## config.mk

```make
export PLATFORM = sky130hd
export DESIGN_NAME = pmt_timer
export DESIGN_NICKNAME = d
export VERILOG_FILES = /design/src/core/pmt_pkg.sv /design/src/core/pmt_timer.sv
export SDC_FILE = /design/constraint.sdc
export NUM_CORES = 1
export LEC_CHECK = 0
export BUFFER_PORTS_ARGS = -buffer_cell sky130_fd_sc_hd__buf_4
export CAP_MARGIN = 20
export CORE_MARGIN = 5
export CORE_UTILIZATION = 55
export CTS_CLUSTER_SIZE = 30
export DETAILED_ROUTE_END_ITERATION = 16
export GPL_TIMING_DRIVEN = 1
export PLACE_DENSITY = 0.82
export SYNTH_ARGS = -nofsm -noshare
export SYNTH_HDL_FRONTEND = slang
export SYNTH_SLANG_ARGS = --single-unit
```

## constraint.sdc

```tcl
create_clock -name ref_clk -period 4.7 [get_ports ref_clk]
set_input_delay 0.235 -clock ref_clk [delete_from_list [all_inputs] [get_ports ref_clk]]
set_output_delay 0.235 -clock ref_clk [all_outputs]
set_load 0.005 [all_outputs]
```

## src/core/pmt_pkg.sv

```systemverilog
// package: register map, field layout, reset values and types for the period-match timer
// Summary of operation
// prescale 00:1, 01:4, 1x:16 per increment
// postscale code n gives interrupt per n+1 matches
// timer counts only while timer_on is set
// count rises to period then wraps zero
// period register resets to all ones
// period register read and write anytime
// count readable, writable, zero on reset
// count or control write clears both scalers
// control write leaves count unchanged
// postscaler completion sets latched interrupt flag
// reset leaves timer_on at zero
// raw match output feeds serial port
// count and match feed pwm time base
// control bit 7 reads zero, ignores writes
// flag stays set until software clears
package pmt_pkg;
  localparam logic [2:0] ADDR_CONTROL = 3'h0;
  localparam logic [2:0] ADDR_COUNT   = 3'h1;
  localparam logic [2:0] ADDR_PERIOD  = 3'h2;
  localparam logic [2:0] ADDR_STATUS  = 3'h3;
  localparam logic [2:0] ADDR_MASK    = 3'h4;

  localparam int CTL_PRESCALE_LSB  = 0;
  localparam int CTL_ON_BIT        = 2;
  localparam int CTL_POSTSCALE_LSB = 3;

  localparam logic [7:0] CONTROL_RST = 8'h00;
  localparam logic [7:0] COUNT_RST   = 8'h00;
  localparam logic [7:0] PERIOD_RST  = 8'hFF;
  localparam logic [7:0] MASK_RST    = 8'h00;
  localparam logic [7:0] CONTROL_WMASK = 8'h7F;

  localparam logic [3:0] PRE_DIV4_LAST  = 4'h3;
  localparam logic [3:0] PRE_DIV16_LAST = 4'hF;
  localparam logic [1:0] INSTR_DIV_LAST = 2'h3;

  typedef struct packed {
    logic       unused7;
    logic [3:0] postscale_select;
    logic       timer_on;
    logic [1:0] prescale_select;
  } pmt_control_t;

  typedef struct packed {
    logic [2:0] addr;
    logic [7:0] wdata;
    logic       wr;
    logic       rd;
  } pmt_bus_t;
endpackage : pmt_pkg

```

## src/core/pmt_timer.sv

```systemverilog
// period-match timer: prescaler, 8-bit count, period compare, postscaler, irq
//
// Decided for this implementation: the address map and strobed register access.
`timescale 1ns/1ps
`default_nettype none
module pmt_timer
  import pmt_pkg::*;
(
  input  wire  logic       ref_clk,
  input  wire  logic       nrst,
  input  wire  logic [2:0] bus_addr,
  input  wire  logic [7:0] bus_wdata,
  input  wire  logic       bus_wr,
  input  wire  logic       bus_rd,
  output logic       [7:0] bus_rdata,
  output logic             irq,
  output logic             ssp_clk_src,
  output logic             pwm_match,
  output logic       [7:0] pwm_count
);
  pmt_bus_t     bus;
  pmt_control_t ctl_r;
  logic [7:0] count_r, period_r, mask_r;
  logic [1:0] instr_r;
  logic [3:0] pre_r, post_r;
  logic       flag_r;

  assign bus = '{addr: bus_addr, wdata: bus_wdata, wr: bus_wr, rd: bus_rd};

  function automatic logic hit(input pmt_bus_t b, input logic [2:0] a);
    return b.addr == a;
  endfunction : hit

  wire wr_ctl    = bus.wr && hit(bus, ADDR_CONTROL);
  wire wr_cnt    = bus.wr && hit(bus, ADDR_COUNT);
  wire wr_per    = bus.wr && hit(bus, ADDR_PERIOD);
  wire wr_mask   = bus.wr && hit(bus, ADDR_MASK);
  wire rd_status = bus.rd && hit(bus, ADDR_STATUS);
  wire scl_clr   = wr_ctl || wr_cnt;

  // instruction clock is ref_clk / 4
  wire instr_tick = instr_r == INSTR_DIV_LAST;
  wire [3:0] pre_last = ctl_r.prescale_select[1] ? PRE_DIV16_LAST :
                        ctl_r.prescale_select[0] ? PRE_DIV4_LAST : 4'h0;
  wire inc_tick = ctl_r.timer_on && instr_tick && (pre_r == pre_last) && !scl_clr;
  wire match    = count_r == period_r;
  wire wrap     = inc_tick && match;
  wire post_done = wrap && (post_r == ctl_r.postscale_select);
  wire [7:0] status_v = {7'h00, flag_r};

  always_ff @(posedge ref_clk or negedge nrst) begin
    if (!nrst) instr_r <= 2'h0;
    else       instr_r <= instr_r + 2'h1;
  end

  // scalers restart on count and control writes so the next period is whole
  always_ff @(posedge ref_clk or negedge nrst) begin
    if (!nrst) begin
      pre_r  <= 4'h0;
      post_r <= 4'h0;
    end else if (scl_clr) begin
      pre_r  <= 4'h0;
      post_r <= 4'h0;
    end else begin
      if (ctl_r.timer_on && instr_tick)
        pre_r <= (pre_r == pre_last) ? 4'h0 : pre_r + 4'h1;
      if (wrap)
        post_r <= post_done ? 4'h0 : post_r + 4'h1;
    end
  end

  always_ff @(posedge ref_clk or negedge nrst) begin
    if (!nrst)       count_r <= COUNT_RST;
    else if (wr_cnt) count_r <= bus.wdata;
    else if (inc_tick) count_r <= match ? 8'h00 : count_r + 8'h01;
  end

  always_ff @(posedge ref_clk or negedge nrst) begin
    if (!nrst) begin
      ctl_r    <= CONTROL_RST;
      period_r <= PERIOD_RST;
      mask_r   <= MASK_RST;
    end else begin
      if (wr_ctl)  ctl_r    <= bus.wdata & CONTROL_WMASK;
      if (wr_per)  period_r <= bus.wdata;
      if (wr_mask) mask_r   <= {7'h00, bus.wdata[0]};
    end
  end

  // set beats the read-clear so a postscaler completion in the read cycle is kept
  always_ff @(posedge ref_clk or negedge nrst) begin
    if (!nrst)          flag_r <= 1'b0;
    else if (post_done) flag_r <= 1'b1;
    else if (rd_status) flag_r <= 1'b0;
  end

  // one decode for the read path; unmapped offsets read as zero
  function automatic logic [7:0] read_sel(input logic [2:0] a, input pmt_control_t c,
                                          input logic [7:0] cnt, input logic [7:0] per,
                                          input logic [7:0] st, input logic [7:0] msk);
    case (a)
      ADDR_CONTROL: return c & CONTROL_WMASK;
      ADDR_COUNT:   return cnt;
      ADDR_PERIOD:  return per;
      ADDR_STATUS:  return st;
      ADDR_MASK:    return msk;
      default:      return 8'h00;
    endcase
  endfunction : read_sel

  wire [7:0] rd_mux = read_sel(bus.addr, ctl_r, count_r, period_r, status_v, mask_r);

  always_ff @(posedge ref_clk or negedge nrst) begin
    if (!nrst) begin
      bus_rdata   <= 8'h00;
      irq         <= 1'b0;
      ssp_clk_src <= 1'b0;
      pwm_match   <= 1'b0;
      pwm_count   <= 8'h00;
    end else begin
      bus_rdata   <= bus.rd ? rd_mux : 8'h00;
      irq         <= (post_done || (flag_r && !rd_status)) && mask_r[0];
      ssp_clk_src <= wrap;
      pwm_match   <= wrap;
      pwm_count   <= count_r;
    end
  end

  // count and wrap checks
  chk_wrap_zero: assert property (
    @(posedge ref_clk) disable iff (!nrst)
    wrap && !wr_cnt
    |=> count_r == 8'h00
  ) else $error("count did not wrap");

  chk_ctl_keeps_count: assert property (
    @(posedge ref_clk) disable iff (!nrst)
    wr_ctl && !inc_tick
    |=> $stable(count_r)
  ) else $error("control write moved count");

  chk_off_holds: assert property (
    @(posedge ref_clk) disable iff (!nrst)
    !ctl_r.timer_on && !wr_cnt
    |=> $stable(count_r)
  ) else $error("count moved while off");

  chk_inc_step: assert property (
    @(posedge ref_clk) disable iff (!nrst)
    inc_tick && !match
    |=> count_r == $past(count_r) + 8'h01
  ) else $error("count did not step by one");

  chk_count_idle: assert property (
    @(posedge ref_clk) disable iff (!nrst)
    !inc_tick && !wr_cnt
    |=> $stable(count_r)
  ) else $error("count moved without a tick");

  chk_count_write: assert property (
    @(posedge ref_clk) disable iff (!nrst)
    wr_cnt
    |=> count_r == $past(bus_wdata)
  ) else $error("count not written");

  // scaler checks; a stale scaler would stretch the first period after a write
  chk_scaler_clear: assert property (
    @(posedge ref_clk) disable iff (!nrst)
    scl_clr
    |=> pre_r == 4'h0 && post_r == 4'h0
  ) else $error("scalers not cleared");

  chk_scl_no_inc: assert property (
    @(posedge ref_clk) disable iff (!nrst)
    scl_clr
    |-> !inc_tick
  ) else $error("count moved in a write cycle");

  chk_pre_one: assert property (
    @(posedge ref_clk) disable iff (!nrst)
    ctl_r.prescale_select == 2'b00 && ctl_r.timer_on && instr_tick && !scl_clr
    |-> inc_tick
  ) else $error("1:1 prescale missed");

  chk_pre_four: assert property (
    @(posedge ref_clk) disable iff (!nrst)
    ctl_r.prescale_select == 2'b01 && pre_r != PRE_DIV4_LAST
    |-> !inc_tick
  ) else $error("1:4 prescale fired early");

  chk_pre_sixteen: assert property (
    @(posedge ref_clk) disable iff (!nrst)
    ctl_r.prescale_select[1] && pre_r != PRE_DIV16_LAST
    |-> !inc_tick
  ) else $error("1:16 prescale fired early");

  // holds because a prescale change always comes with a scaler clear
  chk_pre_range: assert property (
    @(posedge ref_clk) disable iff (!nrst)
    pre_r <= pre_last
  ) else $error("prescaler past its limit");

  chk_pre_idle: assert property (
    @(posedge ref_clk) disable iff (!nrst)
    !ctl_r.timer_on && !scl_clr
    |=> $stable(pre_r)
  ) else $error("prescaler ran while off");

  chk_instr_wrap: assert property (
    @(posedge ref_clk) disable iff (!nrst)
    instr_tick
    |=> instr_r == 2'h0
  ) else $error("instruction divider did not wrap");

  chk_instr_step: assert property (
    @(posedge ref_clk) disable iff (!nrst)
    !instr_tick
    |=> instr_r == $past(instr_r) + 2'h1
  ) else $error("instruction divider stalled");

  chk_post_range: assert property (
    @(posedge ref_clk) disable iff (!nrst)
    post_r <= ctl_r.postscale_select
  ) else $error("postscaler past its limit");

  chk_post_step: assert property (
    @(posedge ref_clk) disable iff (!nrst)
    wrap && !post_done
    |=> post_r == $past(post_r) + 4'h1
  ) else $error("postscaler missed a match");

  chk_post_idle: assert property (
    @(posedge ref_clk) disable iff (!nrst)
    !wrap && !scl_clr
    |=> $stable(post_r)
  ) else $error("postscaler moved without a match");

  chk_post_match: assert property (
    @(posedge ref_clk) disable iff (!nrst)
    post_done
    |-> match && inc_tick
  ) else $error("postscaler done without a match");

  // flag and interrupt checks
  chk_flag_sticky: assert property (
    @(posedge ref_clk) disable iff (!nrst)
    flag_r && !rd_status
    |=> flag_r
  ) else $error("flag dropped");

  chk_flag_set: assert property (
    @(posedge ref_clk) disable iff (!nrst)
    post_done
    |=> flag_r
  ) else $error("flag not set");

  chk_flag_clear: assert property (
    @(posedge ref_clk) disable iff (!nrst)
    rd_status && !post_done
    |=> !flag_r
  ) else $error("status read did not clear flag");

  chk_flag_quiet: assert property (
    @(posedge ref_clk) disable iff (!nrst)
    !flag_r && !post_done
    |=> !flag_r
  ) else $error("flag set without postscaler");

  chk_irq_high: assert property (
    @(posedge ref_clk) disable iff (!nrst)
    flag_r && mask_r[0] && !rd_status
    |=> irq
  ) else $error("irq missing while flag set");

  chk_irq_masked: assert property (
    @(posedge ref_clk) disable iff (!nrst)
    !mask_r[0]
    |=> !irq
  ) else $error("irq while masked");

  chk_irq_clear: assert property (
    @(posedge ref_clk) disable iff (!nrst)
    !flag_r && !post_done
    |=> !irq
  ) else $error("irq without flag");

  // outputs to the serial port and pwm unit
  chk_ssp_src: assert property (
    @(posedge ref_clk) disable iff (!nrst)
    wrap
    |=> ssp_clk_src
  ) else $error("match not forwarded");

  chk_match_pulse: assert property (
    @(posedge ref_clk) disable iff (!nrst)
    !wrap
    |=> !ssp_clk_src
  ) else $error("match pulse without wrap");

  chk_pwm_same: assert property (
    @(posedge ref_clk) disable iff (!nrst)
    pwm_match == ssp_clk_src
  ) else $error("pwm match differs from serial source");

  chk_pwm_count: assert property (
    @(posedge ref_clk) disable iff (!nrst)
    1'b1
    |=> pwm_count == $past(count_r)
  ) else $error("pwm count not tracking");

  // register bus checks
  chk_ctl_bit7: assert property (
    @(posedge ref_clk) disable iff (!nrst)
    bus.rd && hit(bus, ADDR_CONTROL)
    |=> !bus_rdata[7]
  ) else $error("bit 7 read high");

  chk_bit7_clear: assert property (
    @(posedge ref_clk) disable iff (!nrst)
    !ctl_r.unused7
  ) else $error("unused control bit stored");

  chk_ctl_write: assert property (
    @(posedge ref_clk) disable iff (!nrst)
    wr_ctl
    |=> ctl_r == ($past(bus_wdata) & CONTROL_WMASK)
  ) else $error("control not written");

  chk_period_write: assert property (
    @(posedge ref_clk) disable iff (!nrst)
    wr_per
    |=> period_r == $past(bus.wdata)
  ) else $error("period not written");

  chk_period_hold: assert property (
    @(posedge ref_clk) disable iff (!nrst)
    !wr_per
    |=> $stable(period_r)
  ) else $error("period moved without a write");

  chk_rd_count: assert property (
    @(posedge ref_clk) disable iff (!nrst)
    bus.rd && hit(bus, ADDR_COUNT)
    |=> bus_rdata == $past(count_r)
  ) else $error("count read wrong");

  chk_rd_period: assert property (
    @(posedge ref_clk) disable iff (!nrst)
    bus.rd && hit(bus, ADDR_PERIOD)
    |=> bus_rdata == $past(period_r)
  ) else $error("period read wrong");

  chk_rd_status: assert property (
    @(posedge ref_clk) disable iff (!nrst)
    rd_status
    |=> bus_rdata == {7'h00, $past(flag_r)}
  ) else $error("status read wrong");

  // read data stands only in the cycle after a read
  chk_rd_idle: assert property (
    @(posedge ref_clk) disable iff (!nrst)
    !bus.rd
    |=> bus_rdata == 8'h00
  ) else $error("read data outside a read");

  chk_mask_upper: assert property (
    @(posedge ref_clk) disable iff (!nrst)
    mask_r[7:1] == 7'h00
  ) else $error("unused mask bits stored");

  cov_wrap:  cover property (@(posedge ref_clk) disable iff (!nrst) wrap);
  cov_post:  cover property (@(posedge ref_clk) disable iff (!nrst) post_done);
  cov_irq:   cover property (@(posedge ref_clk) disable iff (!nrst) irq);
  cov_race:  cover property (@(posedge ref_clk) disable iff (!nrst) post_done && rd_status);
  cov_pre16: cover property (@(posedge ref_clk) disable iff (!nrst) inc_tick && ctl_r.prescale_select[1]);
endmodule : pmt_timer
`default_nettype wire

```

---- Word level (Yosys, flattened, before mapping) ----
Index checks and enable logic that the tools add are counted.
W data, S select, Z words.
storage, ports and cells
  bits in registers ....................... 53
  input bits .............................. 15
  output and inout bits ................... 19
  word-level logic and storage cells ...... 62
cells by class
  add/subtract/negate cells ............... 4
  eq/ne operators ......................... 8
  multiplexer cells ....................... 15
  reductions and logical operators ........ 21
operators by type and width
  kind                   number
  $pmux W8 S5            1
  $mux W8                4
  $mux W4                7
  $logic_and A1 B1 Y1    12
  $add A4 B1 Y4 const B  2
  $add A8 B1 Y8 const B  1
  $eq A4 B4 Y1           2
  $eq A8 B8 Y1           1
  $reduce_bool A2 Y1     4
  $eq A3 B2 Y1 const B   2
  $eq A3 B1 Y1 const B   1
  $eq A3 B3 Y1 const B   1
  $logic_not A3 Y1       1
  $add A2 B1 Y2 const B  1
  $eq A2 B2 Y1 const B   1
  $logic_not A1 Y1       2
  $logic_or A1 B1 Y1     2
  $mux W1                2
  $mux W2                1

---- Depth between registers and ports, before layout ----
  depth in word-level cells ............... 10
  mapped depth ............................ 7

---- Worst setup path before layout ----
OpenSTA, ideal clock, no wires.
  kind .................................... flip-flop to flip-flop
  start point ............................. reg pre_r[0]
  end point ............................... reg count_r[4]
  data arrival time ....................... 1.908 ns
  data required time ...................... 4.580 ns
  setup slack ............................. 2.673 ns
  cell stages (with the launch flop) ...... 6
  path buffers ............................ 0
  clock period less this slack ............ 2.027 ns
  path through ............................ dfrtp_1 -> or3_4 -> a2111oi_4 -> a21oi_2 -> or3_1 -> and3_1
on the way
  longest elaborated chain between the ends .. 4
RTL lines
  item                                 RTL line         text
  from (decl)                          pmt_timer.sv:25  logic [3:0] pre_r, post_r;
  from (signal assigned)               pmt_timer.sv:66  pre_r <= (pre_r == pre_last) ? 4'h0 : pre_r + 4'h1;
  $eq A4 B4 Y1                         pmt_timer.sv:45  wire inc_tick = ctl_r.timer_on && instr_tick && (pre_r == pre_last) && !scl_clr;
  $logic_and A1 B1 Y1 (2 in series)    pmt_timer.sv:45
  $reduce_bool A2 Y1 (no source line)  --
  to (signal assigned)                 pmt_timer.sv:74  else if (wr_cnt) count_r <= bus.wdata;
  to (signal assigned)                 pmt_timer.sv:75  else if (inc_tick) count_r <= match ? 8'h00 : count_r + 8'h01;
  to (decl)                            pmt_timer.sv:23  logic [7:0] count_r, period_r, mask_r;
Every way passes these cells.
A chain may end at the register's enable or synchronous reset.

---- Worst setup path after layout ----
  start point ............................. reg count_r[2]
  end point ............................... reg post_r[2]
on the way
  longest elaborated chain between the ends .. 6
  elaborated cells on any way between the ends .. 7
  those cells by class .................... 1 x eq/ne; 3 x mux; 3 x reduce/logical
RTL lines
  item                   RTL line         text
  $eq A8 B8 Y1 *         pmt_timer.sv:46  wire match = count_r == period_r;
  $logic_and A1 B1 Y1 *  pmt_timer.sv:47  wire wrap = inc_tick && match;
  $logic_and A1 B1 Y1    pmt_timer.sv:48  wire post_done = wrap && (post_r == ctl_r.postscale_select);
  $mux W4                pmt_timer.sv:68  post_r <= post_done ? 4'h0 : post_r + 4'h1;
  $mux W4                pmt_timer.sv:67  if (wrap)
  $mux W4                pmt_timer.sv:61  end else if (scl_clr) begin
  to (signal assigned)   pmt_timer.sv:68
  to (decl)              pmt_timer.sv:25
Every way passes the cells marked *; elsewhere a longest branch is shown, timed or not. The select of a mux whose other input is x is not followed.

==> results.txt <==
Status - finished clean
Longest Clk Path Bufs - 2
Initial core utilization - 57.8%
Root buffer cell - clkbuf_8
WP buf/inv - 0
Crit path to - post_r[2]
Wire per inst - 16.8 um
Most common cell after layout, fill and taps aside - dfrtp_1
Crit. End Element - flop
Hold slack - 0.150 ns
Fmax - 398 MHz
Worst skew pair latency - 0.30 ns
Final setup fails - 0
Net Count, Synth - 253
Drt pass-1 iters - 4
RSZ-0062 raised after global routing - false
Clk slew on worst S/H paths - 0.08 ns
First-pass GRT wire length - 9320 um
Remaining antenna violation count after routing - 0
Gr usage total - 19.3%
Crit path kind - flop to flop
Fin. Hold Viols - 0
Vias in the first global route - 1879
Flop2flop setup slack - 2.19 ns
R2R cell count - 5
Residual DRC - 0
CP max stage cell - nor4_1
Core Area - 0.00444 mm^2
Post-route clock period utilization - 53.4%
Total number of vias - 1916
Die area - 0.00614 mm^2
Vias per cell - 6.03
Fin nets - 284
Final setup TNS - 0 ns
Row cnt - 24
Netlist cell types - 49
Largest net degree at the start of global routing - 54
Critical Path Start - count_r[2]
CP cell instances - xor2_1 -> nor4_1 -> o2111ai_1 -> o211ai_1 -> o21ai_0
Post-synthesis register bit count - 53
Area delta synth->final - 15.4%
Placed inst area - 0.00284 mm^2
Slowest Stage Delay on Critical Path - 0.74 ns
Max cap viols - 0
Most frequent cells in the layout - dfrtp_1 (45), buf_4 (34), nor2_1 (21)
Share of cells above drive strength 1 - 27.8%
H-tree depth - 2
CTS tree - built
Critical Path Source Type - flop
Detail Placement HPWL - 3820 um
Critical path arrival - 2.69 ns
Design area - 0.00297 mm^2
Synth warn - 0
Post-synth ARST share - 100%
PwrDens - 436 mW/mm^2
Worst path depth - 5
Die span in x - 78.4 um
Rel. slew slack - 43.3%
Worst vdd ir - 0.000203 V
Initial antenna violation count - 0
Crit Path Max Fanout - 8
WP data required - 4.88 ns
Worst r2r src - count_r[2]
Starting DRC count in detailed routing - 194
Mapped cell area - 0.00257 mm^2
Reg-to-reg endpoint - post_r[2]
WL final - 5360 um
Post-synthesis sequential area ratio - 52.0%
Total Power - 0.00129 W
PortBufs - 33
Cells after Synth - 234
TritonCTS Sinks - 53
Worst Skew - 0.00699 ns
# IOs - 34
Pre-CTS setup slack - 2.20 ns
Worst Max-Slew Pin Slew - 0.843 ns
Leakage - 1.32 nW
Final worst slack - 2.19 ns
Post-synth EDFFs - 0
Crit path time final - 2.51 ns
Mapped Avg Cell Area - 11.0 um^2
Hold WC Path Type - input port to flop
Routability cong. - 0.876
Die H - 78.4 um
Final Slew Violations - 0
Ys flop type - dfrtp_1
Antenna Cells - 0
Total CTS buffers - 5
# Post-CTS Setup Buffers - 0
Crit path max-delay family - compound AO/OA/AOI/OAI gates
Grt ovf - 0
cells by family after synthesis:
logic type	Yosys count	share of synthesized area [%]
buffers and inverters	14	2.39
xor gates and xnor gates	12	4.09
DFF	53	52.0
muxes	25	10.5
AOI/OAI and AO/OA	47	12.5
adders and majority gates	4	1.95
and+or+nand+nor	79	16.6
per-stage QoR:
stage | instances | util [%]
global placement | 309 | 63.9
finish | 318 | 66.8
global route | 318 | 66.8
detailed placement | 309 | 63.9
CTS | 318 | 66.8
floorplan | 234 | -
synthesized netlist by cell type, types with 2 or more instances:
library cell / instances / area (um^2)
xor2_1: 8 / 70.1
nor3_1: 2 / 10.0
nand4_1: 3 / 18.8
nand3_1: 9 / 45.0
a31oi_1: 2 / 12.5
nand2_1: 15 / 56.3
mux2_2: 16 / 180
or3_1: 3 / 18.8
nor2_1: 21 / 78.8
and2_1: 7 / 43.8
inv_1: 3 / 11.3
nor4_1: 2 / 12.5
ha_1: 4 / 50.1
clkbuf_1: 8 / 30.0
dfrtp_1: 45 / 1130
buf_4: 2 / 15.0
and3_1: 2 / 12.5
xnor2_1: 4 / 35.0
o21ai_0: 12 / 60.1
nand3b_1: 2 / 15.0
a21oi_1: 12 / 60.1
mux2i_1: 9 / 90.1
a211oi_1: 3 / 22.5
dfstp_2: 8 / 210
o211ai_1: 5 / 37.5
a32oi_1: 2 / 17.5
nor2b_1: 2 / 12.5
a22oi_1: 2 / 15.0
state kept, by name, indices dropped and copies added, names as in the netlist:
signal / flops
bus_rdata: 8
count_r: 8
period_r: 8
pwm_count: 8
ctl_r: 7
post_r: 4
pre_r: 4
instr_r: 2
flag_r: 1
irq: 1
mask_r: 1
pwm_match: 1
timing repair:
item / CTS / global route
hold buffers: 1 / 0
hold endpoints to repair: 45 / 0
resized for setup: 0 / 0
endpoints found under the setup margin: 0 / 0
cell type report:
| type | count | area, um^2 |
|---|---|---|
| Fill cell | 344 | 1480 |
| Inverter | 3 | 11.3 |
| Multi-Input combinational cell | 167 | 1170 |
| Clock buffer | 7 | 86.3 |
| Sequential cell | 53 | 1340 |
| Tap cell | 52 | 65.1 |
| Timing Repair Buffer | 35 | 265 |
| Clock inverter | 1 | 30.0 |
report_power, final:
group	switching (W)	total, W	internal [W]
registers	0.000113	0.000679	0.000566
clock network	0.000134	0.000308	0.000174
logic	0.000140	0.000307	0.000167
per-layer routing:
layer | up-vias | part of all wire, % | GRT usage [%]
met2 | 72 | 48 | 30.7
met5 | - | 0 | 0
met1 | 932 | 44 | 26.4
li1 | 905 | - | -
met3 | 7 | 6.5 | 4.58
met4 | 0 | 1.6 | 6.12
worst min-delay path, delay by kind of cell:
kind          cells  cell delay, ns
simple gates      2            0.09
buf+inv           1            0.09
worst min-delay path by stage:
stage | to | slack (ns) | startpoint | cells after the start
detailed placement | bus_rdata[0] | 0.30 | nrst | 1
global placement | irq | 0.29 | nrst | 1
finish | count_r[1] | 0.15 | bus_wdata[1] | 3
floorplan | bus_rdata[0] | -0.06 | nrst | 0
global route | count_r[3] | 0.16 | bus_wdata[3] | 3
CTS | count_r[1] | 0.15 | bus_wdata[1] | 3
No activity file was read; power rests on OpenSTA's default activity.
